==> src/logic/ssrp_defs.svh <==
// Purpose: named constants of the two-wire register port host
// Assumes: 10 MHz reference clock
// Notes: timing counts are derived from the times in their own units
`ifndef SSRP_DEFS_SVH
`define SSRP_DEFS_SVH

// ----------------------------------------------------------------
// timing
// ----------------------------------------------------------------
`define SSRP_CLK_NS 100
`define SSRP_SCL_PERIOD_NS 10000
`define SSRP_QTR_CYC (`SSRP_SCL_PERIOD_NS / (4 * `SSRP_CLK_NS))
`define SSRP_QTR_W 5
`define SSRP_TMO_MS 35
`define SSRP_TMO_CYC (`SSRP_TMO_MS * 1000000 / `SSRP_CLK_NS)
`define SSRP_TMO_W 19

// ----------------------------------------------------------------
// bus framing
// ----------------------------------------------------------------
`define SSRP_DEV_ADDR 7'h2e
`define SSRP_RW_WRITE 1'b0
`define SSRP_RW_READ 1'b1
`define SSRP_ACK_BIT 4'h8
`define SSRP_SEG_ADDR 2'h0
`define SSRP_SEG_CMD 2'h1
`define SSRP_SEG_SEC 2'h2
`define SSRP_PH_SDA 2'h0
`define SSRP_PH_RISE 2'h1
`define SSRP_PH_HIGH 2'h2
`define SSRP_PH_FALL 2'h3

`endif

==> src/logic/ssrp_pkg.sv <==
// Purpose: types shared by the register port host modules
// Assumes: nothing
// Notes: constants live in ssrp_defs.svh
package ssrp_pkg;

    // host operations, one per bus protocol
    typedef enum logic [1:0] {
        OP_SEND = 2'b00,
        OP_WRITE = 2'b01,
        OP_RECV = 2'b10,
        OP_READ = 2'b11
    } ssrp_op_e;

    // bus sequencer states
    typedef enum logic [1:0] {
        ST_IDLE = 2'b00,
        ST_START = 2'b01,
        ST_XFER = 2'b10,
        ST_STOP = 2'b11
    } ssrp_state_e;

endpackage

==> src/logic/ssrp_pin_if.sv <==
// Purpose: carries sampled bus levels and the quarter-bit enable
// Assumes: all signals on the reference clock
// Notes: none
interface ssrp_pin_if;
    logic scl_s;
    logic sda_s;
    logic tick;
    modport sync_mp (output scl_s, sda_s);
    modport tick_mp (output tick);
    modport core_mp (input scl_s, sda_s, tick);
endinterface

==> src/logic/ssrp_sync.sv <==
// Purpose: two-flop synchronisers for the bus pins; the quarter-bit divider is in ssrp_tick
// Assumes: pins are asynchronous to the reference clock
// Notes: first stage feeds only the second stage
module ssrp_sync (
    // clock and reset
    input wire logic clk_in,
    input wire logic rst_n_in,
    // raw pins
    input wire logic scl_raw_in,
    input wire logic sda_raw_in,
    // sampled levels
    ssrp_pin_if.sync_mp pin
);
    import ssrp_pkg::*;

    typedef struct packed {
        logic [1:0] meta;
        logic [1:0] sync;
    } ssrp_sync_s;

    ssrp_sync_s s;
    ssrp_sync_s next_s;

    // idle bus floats high, so reset both stages to one
    always_comb begin
        next_s = s;
        next_s.meta = {scl_raw_in, sda_raw_in};
        next_s.sync = s.meta;
    end

    always_ff @(posedge clk_in) begin
        if (!rst_n_in) begin
            s <= '1;
        end else begin
            s <= next_s;
        end
    end

    assign pin.scl_s = s.sync[1];
    assign pin.sda_s = s.sync[0];
endmodule

==> src/logic/ssrp_tick.sv <==
// Purpose: one-cycle enable at each quarter of the bus clock period
// Assumes: 10 MHz reference clock
// Notes: free running, so the first action after a request waits up to a quarter
`include "ssrp_defs.svh"
module ssrp_tick (
    // clock and reset
    input wire logic clk_in,
    input wire logic rst_n_in,
    // enable out
    ssrp_pin_if.tick_mp pin
);
    import ssrp_pkg::*;

    typedef struct packed {
        logic [`SSRP_QTR_W-1:0] cnt;
        logic tick;
    } ssrp_tick_s;

    ssrp_tick_s s;
    ssrp_tick_s next_s;

    // divider wraps at the last count and fires the enable there
    always_comb begin
        next_s = s;
        next_s.tick = (s.cnt == `SSRP_QTR_W'(`SSRP_QTR_CYC - 1));
        if (next_s.tick) begin
            next_s.cnt = '0;
        end else begin
            next_s.cnt = s.cnt + `SSRP_QTR_W'(1);
        end
    end

    always_ff @(posedge clk_in) begin
        if (!rst_n_in) begin
            s <= '0;
        end else begin
            s <= next_s;
        end
    end

    assign pin.tick = s.tick;
endmodule

==> src/logic/ssrp_host.sv <==
// Purpose: bus master that reads and writes registers of the thermal monitor
// Assumes: open-drain pins with pull-ups; one command at a time
// Notes: each bit takes four quarter-period steps; a step waits while the
//        clock line is held low by the far end
// Functional notes
// - byte is eight bits then acknowledge
// - data changes only while clock low
// - write ends with stop on tenth pulse
// - host no-acknowledges last read byte, then stops
// - read/write bit fixes the direction
// - host always writes pointer as first byte; receive byte writes none and reads at the pointer the device kept
// - repeated start may begin next operation
// - send byte: start, address, command, stop
// - repeated start read straight after pointer write
// - write byte: start, address, command, data, stop
// - receive byte: address read, byte, no-acknowledge, stop
`include "ssrp_defs.svh"
module ssrp_host #(
    parameter int TIMEOUT_CYC = `SSRP_TMO_CYC
) (
    // clock and reset
    input wire logic REF_CLK_IN,
    input wire logic RST_N_IN,
    // command port
    input wire logic CMD_VALID_IN,
    output logic CMD_READY_OUT,
    input wire ssrp_pkg::ssrp_op_e CMD_OP_IN,
    input wire logic [7:0] CMD_PTR_IN,
    input wire logic [7:0] CMD_DATA_IN,
    // result port
    output logic DONE_OUT,
    output logic [7:0] RDATA_OUT,
    output logic NACK_OUT,
    output logic TIMEOUT_OUT,
    // bus pins
    input wire logic SCL_IN,
    output logic SCL_OUT,
    output logic SCL_OE_OUT,
    input wire logic SDA_IN,
    output logic SDA_OUT,
    output logic SDA_OE_OUT
);
    import ssrp_pkg::*;

    // ----------------------------------------------------------------
    // pin sampling and bit timing
    // ----------------------------------------------------------------
    ssrp_pin_if pin ();

    ssrp_sync u_sync (
        .clk_in(REF_CLK_IN),
        .rst_n_in(RST_N_IN),
        .scl_raw_in(SCL_IN),
        .sda_raw_in(SDA_IN),
        .pin(pin)
    );

    ssrp_tick u_tick (
        .clk_in(REF_CLK_IN),
        .rst_n_in(RST_N_IN),
        .pin(pin)
    );

    // ----------------------------------------------------------------
    // state
    // ----------------------------------------------------------------
    typedef struct packed {
        ssrp_state_e fsm;
        ssrp_op_e op;
        logic [1:0] ph;
        logic [3:0] bitn;
        logic [1:0] seg;
        logic rd;
        logic ack;
        logic [7:0] sh;
        logic [7:0] ptr;
        logic [7:0] data;
        logic scl_oe;
        logic sda_oe;
        logic [`SSRP_TMO_W-1:0] tmo;
        logic err_nack;
        logic err_tmo;
        logic [7:0] rdata;
        logic done;
    } ssrp_host_s;

    ssrp_host_s s;
    ssrp_host_s next_s;
    logic step;
    logic waiting;
    logic addr_rw;

    // a step waits in the high phase until the clock line is seen high,
    // so a far end that stretches the clock slows the whole transfer
    assign waiting = (s.fsm != ST_IDLE) && (s.ph == `SSRP_PH_HIGH) && !pin.scl_s;
    assign step = pin.tick && !waiting;
    // address byte direction: read for receive byte and for the second
    // address of a combined read
    assign addr_rw = (s.op == OP_RECV) || ((s.op == OP_READ) && (s.seg == `SSRP_SEG_SEC))
        ? `SSRP_RW_READ : `SSRP_RW_WRITE;

    // ----------------------------------------------------------------
    // sequencer
    // ----------------------------------------------------------------
    always_comb begin
        next_s = s;
        next_s.done = 1'b0;
        next_s.tmo = waiting ? s.tmo + `SSRP_TMO_W'(1) : '0;
        unique case (s.fsm)
            ST_IDLE: begin
                next_s.scl_oe = 1'b0;
                next_s.sda_oe = 1'b0;
                if (CMD_VALID_IN) begin
                    next_s.op = CMD_OP_IN;
                    next_s.ptr = CMD_PTR_IN;
                    next_s.data = CMD_DATA_IN;
                    next_s.seg = `SSRP_SEG_ADDR;
                    next_s.ph = `SSRP_PH_SDA;
                    next_s.rd = 1'b0;
                    next_s.err_nack = 1'b0;
                    next_s.err_tmo = 1'b0;
                    next_s.fsm = ST_START;
                end
            end
            // start and repeated start share one sequence: release data,
            // release clock, pull data low with clock high, pull clock low
            ST_START: begin
                if (step) begin
                    next_s.ph = s.ph + 2'h1;
                    unique case (s.ph)
                        `SSRP_PH_SDA: next_s.sda_oe = 1'b0;
                        `SSRP_PH_RISE: next_s.scl_oe = 1'b0;
                        `SSRP_PH_HIGH: next_s.sda_oe = 1'b1;
                        `SSRP_PH_FALL: begin
                            next_s.scl_oe = 1'b1;
                            next_s.sh = {`SSRP_DEV_ADDR, addr_rw};
                            next_s.bitn = '0;
                            next_s.rd = 1'b0;
                            next_s.fsm = ST_XFER;
                        end
                    endcase
                end
            end
            ST_XFER: begin
                if (step) begin
                    next_s.ph = s.ph + 2'h1;
                    unique case (s.ph)
                        `SSRP_PH_SDA: begin
                            // data set up only while the clock is held low;
                            // on the acknowledge slot the line is released, which
                            // also gives the no-acknowledge after a read byte
                            next_s.sda_oe = (s.bitn != `SSRP_ACK_BIT) && !s.rd
                                && !s.sh[7];
                        end
                        `SSRP_PH_RISE: next_s.scl_oe = 1'b0;
                        `SSRP_PH_HIGH: begin
                            if (s.bitn != `SSRP_ACK_BIT) begin
                                next_s.sh = {s.sh[6:0], pin.sda_s};
                            end else begin
                                next_s.ack = pin.sda_s;
                            end
                        end
                        `SSRP_PH_FALL: begin
                            next_s.scl_oe = 1'b1;
                            if (s.bitn != `SSRP_ACK_BIT) begin
                                next_s.bitn = s.bitn + 4'h1;
                            end else if (s.rd) begin
                                // one byte per read, then stop
                                next_s.rdata = s.sh;
                                next_s.fsm = ST_STOP;
                            end else if (s.ack) begin
                                // no acknowledge from the far end: abandon
                                next_s.err_nack = 1'b1;
                                next_s.fsm = ST_STOP;
                            end else if (addr_rw == `SSRP_RW_READ
                                && s.seg != `SSRP_SEG_CMD) begin
                                next_s.rd = 1'b1;
                                next_s.bitn = '0;
                                next_s.seg = s.seg + 2'h1;
                            end else if (s.op == OP_READ && s.seg == `SSRP_SEG_CMD) begin
                                // repeated start right after the pointer ack
                                next_s.seg = `SSRP_SEG_SEC;
                                next_s.fsm = ST_START;
                            end else if ((s.op == OP_SEND && s.seg == `SSRP_SEG_CMD)
                                || (s.op == OP_WRITE && s.seg == `SSRP_SEG_SEC)) begin
                                next_s.fsm = ST_STOP;
                            end else begin
                                // pointer always goes first, data second
                                next_s.sh = (s.seg == `SSRP_SEG_ADDR)
                                    ? s.ptr : s.data;
                                next_s.bitn = '0;
                                next_s.seg = s.seg + 2'h1;
                            end
                        end
                    endcase
                end
            end
            // stop: pull data low with clock low, release clock, then
            // release data while the clock is high
            ST_STOP: begin
                if (step) begin
                    next_s.ph = s.ph + 2'h1;
                    unique case (s.ph)
                        `SSRP_PH_SDA: next_s.sda_oe = 1'b1;
                        `SSRP_PH_RISE: next_s.scl_oe = 1'b0;
                        `SSRP_PH_HIGH: next_s.sda_oe = 1'b0;
                        `SSRP_PH_FALL: begin
                            next_s.done = 1'b1;
                            next_s.fsm = ST_IDLE;
                        end
                    endcase
                end
            end
        endcase
        // a clock held low for too long: let go of both lines and report,
        // rather than hang with the bus half driven
        if (waiting && s.tmo == TIMEOUT_CYC[`SSRP_TMO_W-1:0]) begin
            next_s.scl_oe = 1'b0;
            next_s.sda_oe = 1'b0;
            next_s.err_tmo = 1'b1;
            next_s.done = 1'b1;
            next_s.tmo = '0;
            next_s.fsm = ST_IDLE;
        end
    end

    always_ff @(posedge REF_CLK_IN) begin
        if (!RST_N_IN) begin
            s <= '0;
        end else begin
            s <= next_s;
        end
    end

    // ----------------------------------------------------------------
    // outputs
    // ----------------------------------------------------------------
    // open drain: the pins only ever pull low
    assign SCL_OUT = 1'b0;
    assign SDA_OUT = 1'b0;
    assign SCL_OE_OUT = s.scl_oe;
    assign SDA_OE_OUT = s.sda_oe;
    assign CMD_READY_OUT = (s.fsm == ST_IDLE) && RST_N_IN;
    assign DONE_OUT = s.done;
    assign RDATA_OUT = s.rdata;
    assign NACK_OUT = s.err_nack;
    assign TIMEOUT_OUT = s.err_tmo;

    // ----------------------------------------------------------------
    // checks
    // ----------------------------------------------------------------
    property p_sda_moves_clock_low;
        @(posedge REF_CLK_IN) disable iff (!RST_N_IN)
        (s.fsm == ST_XFER && $changed(s.sda_oe)) |-> (s.scl_oe && $past(s.scl_oe));
    endproperty
    a_sda_moves_clock_low: assert property (p_sda_moves_clock_low)
        else $error("data line moved while clock released");

    property p_write_ack_released;
        @(posedge REF_CLK_IN) disable iff (!RST_N_IN)
        (s.fsm == ST_XFER && !s.rd && s.bitn == `SSRP_ACK_BIT && s.ph == `SSRP_PH_HIGH)
            |-> !s.sda_oe && !s.scl_oe;
    endproperty
    a_write_ack_released: assert property (p_write_ack_released)
        else $error("host drives data in acknowledge slot");

    property p_read_nack;
        @(posedge REF_CLK_IN) disable iff (!RST_N_IN)
        (s.fsm == ST_XFER && s.rd && s.bitn == `SSRP_ACK_BIT && !s.scl_oe)
            |-> !s.sda_oe;
    endproperty
    a_read_nack: assert property (p_read_nack)
        else $error("host acknowledged a read byte");

    property p_read_bits_released;
        @(posedge REF_CLK_IN) disable iff (!RST_N_IN)
        (s.fsm == ST_XFER && s.rd && s.ph == `SSRP_PH_RISE) |-> !s.sda_oe [*3];
    endproperty
    a_read_bits_released: assert property (p_read_bits_released)
        else $error("host drives data during a read byte");

    property p_stop_edge;
        @(posedge REF_CLK_IN) disable iff (!RST_N_IN)
        (s.fsm == ST_STOP && $fell(s.sda_oe)) |-> !s.scl_oe ##1 s.fsm == ST_STOP;
    endproperty
    a_stop_edge: assert property (p_stop_edge)
        else $error("stop edge without clock high");

    property p_address_first;
        @(posedge REF_CLK_IN) disable iff (!RST_N_IN)
        (s.fsm == ST_XFER && $past(s.fsm) == ST_START)
            |-> s.sh[7:1] == `SSRP_DEV_ADDR && s.bitn == 4'h0;
    endproperty
    a_address_first: assert property (p_address_first)
        else $error("first byte is not the device address");

    property p_combined_read;
        @(posedge REF_CLK_IN) disable iff (!RST_N_IN)
        (s.fsm == ST_XFER && $past(s.fsm) == ST_START && s.op == OP_READ
            && s.seg == `SSRP_SEG_SEC) |-> s.sh[0] == `SSRP_RW_READ;
    endproperty
    a_combined_read: assert property (p_combined_read)
        else $error("repeated start not followed by read address");

    property p_pointer_first;
        @(posedge REF_CLK_IN) disable iff (!RST_N_IN)
        ($changed(s.seg) && s.seg == `SSRP_SEG_CMD && s.op != OP_RECV)
            |-> s.sh == s.ptr && !s.rd;
    endproperty
    a_pointer_first: assert property (p_pointer_first)
        else $error("first written byte is not the pointer");

    property p_write_length;
        @(posedge REF_CLK_IN) disable iff (!RST_N_IN)
        ($past(s.fsm) == ST_XFER && s.fsm == ST_STOP && !s.err_nack && !$past(s.rd))
            |-> (s.op == OP_SEND && s.seg == `SSRP_SEG_CMD)
            || (s.op == OP_WRITE && s.seg == `SSRP_SEG_SEC);
    endproperty
    a_write_length: assert property (p_write_length)
        else $error("write ended after the wrong byte count");
endmodule

==> config.mk <==
export PLATFORM = sky130hd
export DESIGN_NAME = ssrp_host
export DESIGN_NICKNAME = d
export VERILOG_FILES = /design/src/logic/ssrp_pkg.sv /design/src/logic/ssrp_pin_if.sv /design/src/logic/ssrp_sync.sv /design/src/logic/ssrp_tick.sv /design/src/logic/ssrp_host.sv
export VERILOG_INCLUDE_DIRS = /design/src /design/src/logic
export SDC_FILE = /design/constraint.sdc
export NUM_CORES = 1
export LEC_CHECK = 0
export CAP_MARGIN = 0
export CELL_PAD_IN_SITES_DETAIL_PLACEMENT = 1
export CELL_PAD_IN_SITES_GLOBAL_PLACEMENT = 2
export CORE_MARGIN = 4
export CORE_UTILIZATION = 35
export DETAILED_ROUTE_END_ITERATION = 10
export DONT_BUFFER_PORTS = 1
export PLACE_DENSITY_LB_ADDON = 0.25
export SLEW_MARGIN = 20
export SYNTH_ARGS = -nofsm -noshare
export SYNTH_HDL_FRONTEND = slang
export SYNTH_SLANG_ARGS = --single-unit
==> constraint.sdc <==
create_clock -name REF_CLK_IN -period 2.03 [get_ports REF_CLK_IN]
set_input_delay 0.1015 -clock REF_CLK_IN [delete_from_list [all_inputs] [get_ports REF_CLK_IN]]
set_output_delay 0.1015 -clock REF_CLK_IN [all_outputs]
set_load 0.02 [all_outputs]
==> results.sh, run 1 <==
export IMPL_antennaDiodeCount=0
export IMPL_gp_congestion=0.791
export IMPL_fin_crit_sh_pct=96.4
export IMPL_setup_slack_ns=0.0739
export IMPL_overflow=0
export IMPL_row_count=38
export IMPL_synth_top_cell_area_share_pct=40.1
export IMPL_use_met3_pct=3.00
export IMPL_cts_path_max_buffers=2
export IMPL_worstSkewPairLatency_ns=0.34
export IMPL_die_area_sq_um=13200
export IMPL_rsz0062_at_grt="true"
export IMPL_grt_first_pass_wirelength_mm=18.0
export IMPL_layout_min_cycle_time_ns=1.96
export IMPL_synth_top_area_cell="dfxtp_1"
export IMPL_core_area_sq_um=11000
export IMPL_cts_tree="built"
export IMPL_wl_per_cell_microns=16.3
export IMPL_cts_inserted_buffers=9
export IMPL_finalPower_w=0.00468
export IMPL_synth_xor_area_share_pct=4.38
export IMPL_cap_violations=0
export IMPL_yosys_area_share_adder_pct=5.32
export IMPL_die_x_microns=115
export IMPL_num_vias=3372
export IMPL_root_buffer="clkbuf_16"
export IMPL_ant_nets=0
export IMPL_htreeDepth=3
export IMPL_arrival_ns=2.19
export IMPL_start_util_pct=36.2
export IMPL_path_max_fanout=4
export IMPL_hp_class="in -> reg"
export IMPL_ys_ff_latch=80
export IMPL_drt_vias_per_instance=5.08
export IMPL_nets=559
export IMPL_power_density_nw_per_um2=924
export IMPL_syn_inst=464
export IMPL_end_kind="register"
export IMPL_post_place_ws_ns=-0.0592
export IMPL_synth_area_leaders="dfxtp_1 40%, mux2i_1 7.3%, nand2_1 6.0%"
export IMPL_drt_pass1_iter_count=4
export IMPL_netlist_area_sq_um=4000
export IMPL_clock_skew_final_ns=0.00495
export IMPL_synth_compound_area_share_pct=13.8
export IMPL_use_met2_pct=28.4
export IMPL_ys_types=55
export IMPL_ios=39
export IMPL_ctsHoldBuffers=31
export IMPL_grt_pass1_vias=3559
export IMPL_relSlewSlack_pct=55.0
export IMPL_route_detailed_drc=0
export IMPL_port_buffers=0
export IMPL_drive_gt1_share_pct=19.3
export IMPL_grt_use_met1_pct=22.5
export IMPL_synthFlopType="dfxtp_1"
export IMPL_p_leak_nw=1.90
export IMPL_max_freq_mhz=511
export IMPL_clk_pin_slew_ns=0.06
export IMPL_seq_area_frac_synth_pct=40.1
export IMPL_final_hold_viol_count=10
export IMPL_antenna_found_initial=0
export IMPL_dr_first_iter_drc_count=105
export IMPL_grt_max_degree=31
export IMPL_crit_required_ns=2.26
export IMPL_yosysMostFrequentCell="dfxtp_1"
export IMPL_peakVddDrop_v=0.000416
export IMPL_cp_start_kind="register"
export IMPL_clock_sinks=80
export IMPL_tightestPinTransition_ns=0.672
export IMPL_synth_simple_area_share_pct=22.1
export IMPL_status="finished, violations left"
export IMPL_totalWireLength_mm=10.8
export IMPL_die_y_microns=115
export IMPL_ys_warn_count=0
export IMPL_whs_ns=-0.115
export IMPL_crit_type="reg -> reg"
export IMPL_yosys_top_cells_count="80 x dfxtp_1, 64 x nand2_1, 48 x nor2_1"
export IMPL_violations="hold timing"
export IMPL_grt_busiest_layer="met2"
export IMPL_syn_area_per_cell_sq_um=8.62
export IMPL_synth_area_mux_share_pct=7.26
export IMPL_ys_async_sr_fraction_pct=0
export IMPL_synth_enable_flop_cells=0
export IMPL_final_util_pct=45.9
export IMPL_hpwl_mm=7.73
export IMPL_finalMaxSlewViolations=0
export IMPL_grt_use_total_pct=17.2
export IMPL_area_growth_pct=26.6
export IMPL_setup_viol=0
export IMPL_synth_top_family_by_area="simple AND/OR/NAND/NOR gates"
==> final cells by class <==
type	instances	area, sq um
clock buffer	11	243
fill	1322	5970
multi-input combinational	327	2220
tap	140	175
clock inverter	5	32.5
sequential	80	1610
timing repair buffer	77	688
inverter	24	90.1
==> metrics by stage <==
| step | TNS (ns) | hold slack [ns] | area [sq um] | std cells |
|---|---|---|---|---|
| floorplan | 0 | 0.203 | 4000 | 465 |
| global placement | -0.0215 | 0.185 | 4310 | 611 |
| detailed placement | -0.306 | 0.190 | 4310 | 611 |
| CTS | -0.00253 | -0.125 | 4990 | 662 |
| global route | -0.0372 | -0.119 | 5060 | 664 |
| finish | 0 | -0.115 | 5060 | 664 |
==> kinds of logic (layout without fill, tap and decap cells) <==
group / after synthesis / count (layout)
other: 1 / 2
adders and majority gates: 17 / 17
xor gates and xnor gates: 20 / 20
DFF: 80 / 80
buffers and inverters: 58 / 117
and+or+nand+nor: 184 / 184
muxes: 29 / 29
AOI/OAI and AO/OA: 75 / 75
==> registers in the layout (all words and copies together) (netlist names), 2 cells and up <==
name	count
RDATA_OUT	8
s	57
u_sync.next_s	2
u_tick.s	5
==> where the power goes <==
| part | switching, W | internal [W] |
|---|---|---|
| Clock | 0.000661 | 0.000860 |
| Combinational | 0.000747 | 0.000605 |
| Sequential | 0.000103 | 0.00170 |
==> final timing paths <==
check	startpoint	cells past startpoint	to	slack, ns
max reg2reg	s[59]	8	s[62]	0.07
min reg2reg	s[41]	2	s[41]	0.46
min	RST_N_IN	1	TIMEOUT_OUT	-0.12
max	s[59]	8	s[62]	0.07
==> worst max-delay path: stages, from the launching register on <==
cell       delay, ns
dfxtp_2         0.36
inv_2           0.07
ha_4            0.17
or3b_4          0.23
o211ai_1        0.12
buf_4           0.18
a2111oi_4       0.36
o21ai_1         0.11
a31o_2          0.25
==> metal layers <==
metal  wire length, microns  share of wire (%)
met1                   5150                 48
met4                    207                1.9
met5                      0                  0
met3                    254                2.4
met2                   5190                 48
==> what timing repair did <==
action / CTS / global route
buffers inserted: 4 / 3
pin swaps: 3 / 13
setup endpoints to repair: 20 / 50
gates resized for setup: 15 / 22
hold endpoints to repair: 40 / 11
==> layout by cell type, fill, tap and decap left out, types with 9 or more instances in the layout <==
master / n
a21oi_1: 28
buf_4: 42
clkbuf_16: 9
dfxtp_1: 75
dlygate4sd3_1: 31
ha_1: 12
inv_1: 19
mux2i_1: 28
nand2_1: 64
nand3_1: 17
nor2_1: 46
xnor2_1: 12
No activity file was read; power rests on OpenSTA's default activity.
==> run 2: changes to the inputs <==
--- a/config.mk
+++ b/config.mk
@@ -13,6 +13,7 @@
 export CORE_UTILIZATION = 35
 export DETAILED_ROUTE_END_ITERATION = 10
 export DONT_BUFFER_PORTS = 1
+export MAX_ROUTING_LAYER = met4
 export PLACE_DENSITY_LB_ADDON = 0.25
 export SLEW_MARGIN = 20
 export SYNTH_ARGS = -nofsm -noshare
==> run 2 against run 1 <==
  * The flow still finishes with violations (hold timing)
  * Cell count stayed put
  * Sequential share of layout area stayed put
  * Sequential cell count stayed put
  * Combinational power hardly changed
  * Final area stayed put
  * First-iteration DRC count is 17% lower
  * Die area stayed put
  * Count of clock-buffer cells in the layout stayed put
  * Register-to-register slack hardly changed
  * Setup slack worse by 0.0018 ns
  * Critical endpoint unchanged
==> results.sh, run 2 (synthesis gave the netlist of run 1 again) <==
export IMPL_drive_gt1_share_pct=19.3
export IMPL_peakVddDrop_v=0.000416
export IMPL_grt_first_pass_wirelength_mm=18.0
export IMPL_crit_required_ns=2.26
export IMPL_fin_crit_sh_pct=96.4
export IMPL_rsz0062_at_grt="true"
export IMPL_route_detailed_drc=0
export IMPL_grt_use_total_pct=17.8
export IMPL_start_util_pct=36.2
export IMPL_use_met2_pct=28.4
export IMPL_htreeDepth=3
export IMPL_nets=559
export IMPL_cts_path_max_buffers=2
export IMPL_r2r_start="s[59]"
export IMPL_row_count=38
export IMPL_area_growth_pct=26.6
export IMPL_grt_pass1_vias=3555
export IMPL_violations="hold timing"
export IMPL_gp_congestion=0.802
export IMPL_holdPathStages=1
export IMPL_mostFrequentLayoutCells="75 x dfxtp_1, 64 x nand2_1, 46 x nor2_1"
export IMPL_max_freq_mhz=511
export IMPL_crit_type="reg -> reg"
export IMPL_clock_skew_final_ns=0.00519
export IMPL_drt_pass1_iter_count=5
export IMPL_dr_first_iter_drc_count=87
export IMPL_die_y_microns=115
export IMPL_multi_input_area_sq_um=2220
export IMPL_min_to="TIMEOUT_OUT"
export IMPL_hpwl_mm=7.73
export IMPL_cp_start_kind="register"
export IMPL_tightestPinTransition_ns=0.666
export IMPL_path_cells="inv_2, ha_4, or3b_4, o211ai_1, buf_4, a2111oi_4, o21ai_1, a31o_2"
export IMPL_post_place_ws_ns=-0.0592
export IMPL_mostFrequentLayoutCell="dfxtp_1"
export IMPL_die_area_sq_um=13200
export IMPL_overflow=0
export IMPL_end_kind="register"
export IMPL_totalWireLength_mm=10.8
export IMPL_grt_use_met1_pct=22.8
export IMPL_final_util_pct=45.9
export IMPL_relSlewSlack_pct=55.3
export IMPL_cap_violations=0
export IMPL_power_density_nw_per_um2=924
export IMPL_largest_register_ffs=57
export IMPL_hp_class="in -> reg"
export IMPL_antennaDiodeCount=0
export IMPL_drt_vias_per_instance=5.07
export IMPL_dp_cells=611
export IMPL_die_x_microns=115
export IMPL_antenna_found_initial=0
export IMPL_cts_inserted_buffers=9
export IMPL_num_vias=3368
export IMPL_fillers=1322
export IMPL_port_buffers=0
export IMPL_grt_busiest_layer="met2"
export IMPL_root_buffer="clkbuf_16"
export IMPL_rr_endpoint="s[62]"
export IMPL_clk_pin_slew_ns=0.06
export IMPL_setup_viol=0
export IMPL_arrival_ns=2.19
export IMPL_slowest_stage="dfxtp_2"
export IMPL_whs_ns=-0.117
export IMPL_clock_sinks=80
export IMPL_ant_nets=0
export IMPL_holdCritStartpoint="RST_N_IN"
export IMPL_grt_max_degree=31
export IMPL_critPathMaxStageDelay_ns=0.36
export IMPL_status="finished, violations left"
export IMPL_top_register="s"
export IMPL_ctsHoldBuffers=31
export IMPL_worstSkewPairLatency_ns=0.34
export IMPL_use_met3_pct=2.74
export IMPL_ios=39
export IMPL_ff_latch_area_sq_um=1610
export IMPL_rrSetupSlack_ns=0.07
export IMPL_finalMaxSlewViolations=0
export IMPL_setup_slack_ns=0.0721
export IMPL_setup_tns_final_ns=0
export IMPL_reg2reg_depth=8
export IMPL_final_hold_viol_count=10
export IMPL_p_leak_nw=1.90
export IMPL_path_max_fanout=4
export IMPL_core_area_sq_um=11000
export IMPL_stdcell_count=664
export IMPL_wl_per_cell_microns=16.3
export IMPL_cts_tree="built"
export IMPL_layout_min_cycle_time_ns=1.96
[run 2: layout make-up]
cell class	count	area share (%)
multi-input cells	327	43.9
flip-flops and latches	80	31.8
repair buffers	77	13.6
clock buffers	11	4.80
well taps	140	3.46
inverters	24	1.78
clock inverters	5	0.643
[run 2: worst max-delay path by stage]
stage	slack, ns	end	cells past startpoint	start
after global routing	-0.05	s[62]	8	s[59]
after detailed placement	-0.06	s[62]	8	s[59]
final	0.07	s[62]	8	s[59]
after CTS	-0.003	s[61]	9	s[59]
after floorplan	0.008	s[50]	9	s[64]
after global placement	-0.02	s[65]	9	s[68]
[run 2: worst max-delay path, delay by kind of cell (launching register included)]
| family | cells | cell delay (ns) |
|---|---|---|
| AND/OR/NAND/NOR | 1 | 0.23 |
| flip-flops | 1 | 0.36 |
| AO/OA/AOI/OAI | 4 | 0.85 |
| adder cells (fa/ha/maj) | 1 | 0.17 |
| buffers and inverters | 2 | 0.25 |
[run 2: report_power, final]
part	switching, W	internal, W	total [W]
Sequential	0.000102	0.00170	0.00180
Clock	0.000664	0.000860	0.00152
Combinational	0.000746	0.000605	0.00135
[run 2: metrics by stage]
step / instance area [sq um] / power, W / hold slack, ns
floorplan: 4000 / 0.00267 / 0.203
CTS: 4990 / 0.00473 / -0.125
global placement: 4310 / 0.00308 / 0.185
global route: 5060 / 0.00495 / -0.119
finish: 5060 / 0.00468 / -0.117
detailed placement: 4310 / 0.00312 / 0.190
[run 2: timing repair]
| action | in CTS | in global routing |
|---|---|---|
| buffers inserted | 4 | 3 |
| endpoints found under the hold margin | 40 | 11 |
| gates resized for setup | 15 | 22 |
| pin swaps | 3 | 13 |
| setup endpoints to repair | 20 | 50 |
[run 2: layer usage]
metal / vias to the layer above / share of wire [%]
met2: 39 / 48
met4: 0 / 1.9
li1: 1692 / -
met5: - / 0
met1: 1621 / 47
met3: 16 / 2.4
==> run 3: changes to the inputs <==
--- a/config.mk
+++ b/config.mk
@@ -15,6 +15,7 @@
 export DONT_BUFFER_PORTS = 1
 export MAX_ROUTING_LAYER = met4
 export PLACE_DENSITY_LB_ADDON = 0.25
+export SETUP_SLACK_MARGIN = 0.5
 export SLEW_MARGIN = 20
 export SYNTH_ARGS = -nofsm -noshare
 export SYNTH_HDL_FRONTEND = slang
==> run 3 against run 2 <==
  * First-iteration DRC count up 43%
  * Setup slack gained 0.0032 ns
  * The flow now finishes without violations
  * Clock power barely moved
  * Sequential cell count stayed put
  * Hold slack better by 0.21 ns
  * Combinational power up 41%
  * Highest routed layer unchanged
  * Cell count increased by 2.7%
  * Largest cell class unchanged
  * Total power rose by 12%
  * Core utilization increased by 4.6 points
  * Critical path depth up 1
  * Clock skew is 0.0020 ns higher
  * Sequential power about the same
==> results.sh, run 3 (synthesis gave the netlist of run 1 again) <==
export IMPL_stdcell_count=682
export IMPL_start_util_pct=36.2
export IMPL_route_detailed_drc=0
export IMPL_dr_first_iter_drc_count=124
export IMPL_area_growth_pct=39.3
export IMPL_fillers=1253
export IMPL_end_kind="register"
export IMPL_crit_type="reg -> reg"
export IMPL_final_hold_viol_count=0
export IMPL_drive_gt1_share_pct=33.4
export IMPL_core_area_sq_um=11000
export IMPL_cts_tree="built"
export IMPL_antennaDiodeCount=0
export IMPL_layout_min_cycle_time_ns=1.95
export IMPL_gp_congestion=0.820
export IMPL_peakVddDrop_v=0.000476
export IMPL_crit_required_ns=2.26
export IMPL_dpl_cell_area_sq_um=4330
export IMPL_cap_violations=0
export IMPL_clk_pin_slew_ns=0.06
export IMPL_largest_register_ffs=57
export IMPL_rsz0062_at_grt="true"
export IMPL_mostFrequentLayoutCell="dfxtp_1"
export IMPL_num_vias=3523
export IMPL_hp_class="in -> reg"
export IMPL_grt_pass1_vias=3596
export IMPL_root_buffer="clkbuf_16"
export IMPL_p_leak_nw=2.05
export IMPL_whs_ns=0.0898
export IMPL_clock_skew_final_ns=0.00720
export IMPL_die_y_microns=115
export IMPL_grt_use_total_pct=18.4
export IMPL_fin_crit_sh_pct=96.3
export IMPL_ant_nets=0
export IMPL_overflow=0
export IMPL_max_freq_mhz=512
export IMPL_port_buffers=0
export IMPL_arrival_ns=2.19
export IMPL_finalMaxSlewViolations=0
export IMPL_drt_vias_per_instance=5.17
export IMPL_status="finished, final reports clean"
export IMPL_relSlewSlack_pct=33.2
export IMPL_final_area_sq_um=5570
export IMPL_drt_pass1_iter_count=4
export IMPL_setup_viol=0
export IMPL_grt_first_pass_wirelength_mm=18.5
export IMPL_path_max_fanout=5
export IMPL_grt_max_degree=26
export IMPL_nets=577
export IMPL_tightestPinTransition_ns=0.999
export IMPL_ios=39
export IMPL_die_area_sq_um=13200
export IMPL_worstSkewPairLatency_ns=0.34
export IMPL_power_density_nw_per_um2=937
export IMPL_setup_slack_ns=0.0753
export IMPL_cts_path_max_buffers=2
export IMPL_wl_per_cell_microns=18.0
export IMPL_top_register="s"
export IMPL_antenna_found_initial=0
export IMPL_mostFrequentLayoutCells="67 x dfxtp_1, 61 x nand2_1, 59 x buf_4"
export IMPL_setup_tns_final_ns=0
export IMPL_hpwl_mm=7.87
export IMPL_dp_cells=601
export IMPL_totalWireLength_mm=12.3
export IMPL_die_x_microns=115
export IMPL_cp_start_kind="register"
export IMPL_cts_inserted_buffers=9
export IMPL_clock_sinks=80
export IMPL_post_place_ws_ns=-0.00878
export IMPL_row_count=38
export IMPL_htreeDepth=3
## run 3: cell types whose count changed in the layout (fill, tap and decap cells not counted), moves of 5 or more
| cell | change |
|---|---|
| nand3_4 | +6 |
| nor2_1 | -8 |
| nor2_2 | +5 |
| o21ai_0 | -5 |
| dlygate4sd3_1 | -9 |
| buf_4 | +17 |
| inv_1 | -5 |
| dfxtp_1 | -8 |
## run 3: worst paths after layout
kind | from | to | slack, ns | cells past startpoint
worst max-delay path | s[69] | s[62] | 0.08 | 9
worst min-delay path | RST_N_IN | s[60] | 0.09 | 3
worst max register to register | s[69] | s[62] | 0.08 | 9
worst min register to register | u_sync.next_s[1] | u_sync.pin.scl_s | 0.41 | 1
## run 3: worst max-delay path, stage by stage, from the launching register on
cell,delay (ns)
dfxtp_4,0.36
buf_6,0.11
buf_6,0.11
ha_4,0.19
buf_6,0.13
and2_4,0.15
a2111oi_4,0.33
buf_4,0.19
o21ai_1,0.07
a31o_2,0.19
## run 3: where the power goes
group,internal (W),total [W],switching [W]
clock network,0.000859,0.00150,0.000644
logic,0.000935,0.00191,0.000977
registers,0.00170,0.00181,0.000105
total,0.00349,0.00522,0.00173
## run 3: metrics by stage
step,utilization (%),total power [W]
floorplan,-,0.00281
global placement,39.2,0.00317
detailed placement,39.2,0.00320
CTS,46.3,0.00500
global route,50.5,0.00552
finish,50.5,0.00522
## run 3: cell type report
cell class                      instances  area [sq um]  share of cell area [%]
Multi-Input combinational cell        330          2560                    45.9
Inverter                               24           108                    1.93
Sequential cell                        80          1630                    29.3
Timing Repair Buffer                   92           826                    14.8
Clock buffer                           11           243                    4.36
Tap cell                              140           175                    3.15
Clock inverter                          5          31.3                   0.562
## run 3: per-layer routing
layer | vias up | GRT usage (%) | wire length, microns
met5 | - | - | 0
met4 | 0 | 5.87 | 147
met3 | 13 | 3.11 | 390
met2 | 47 | 29.1 | 6080
met1 | 1716 | 23.9 | 5650
li1 | 1747 | - | -
## run 3: timing repair
action | in CTS | in global routing
endpoints found under the hold margin | 40 | 20
hold buffers | 21 | 1
pin swaps | 28 | 37
gates resized for setup | 41 | 65
cloned | 0 | 4
endpoints found under the setup margin | 52 | 75
setup buffers | 19 | 20
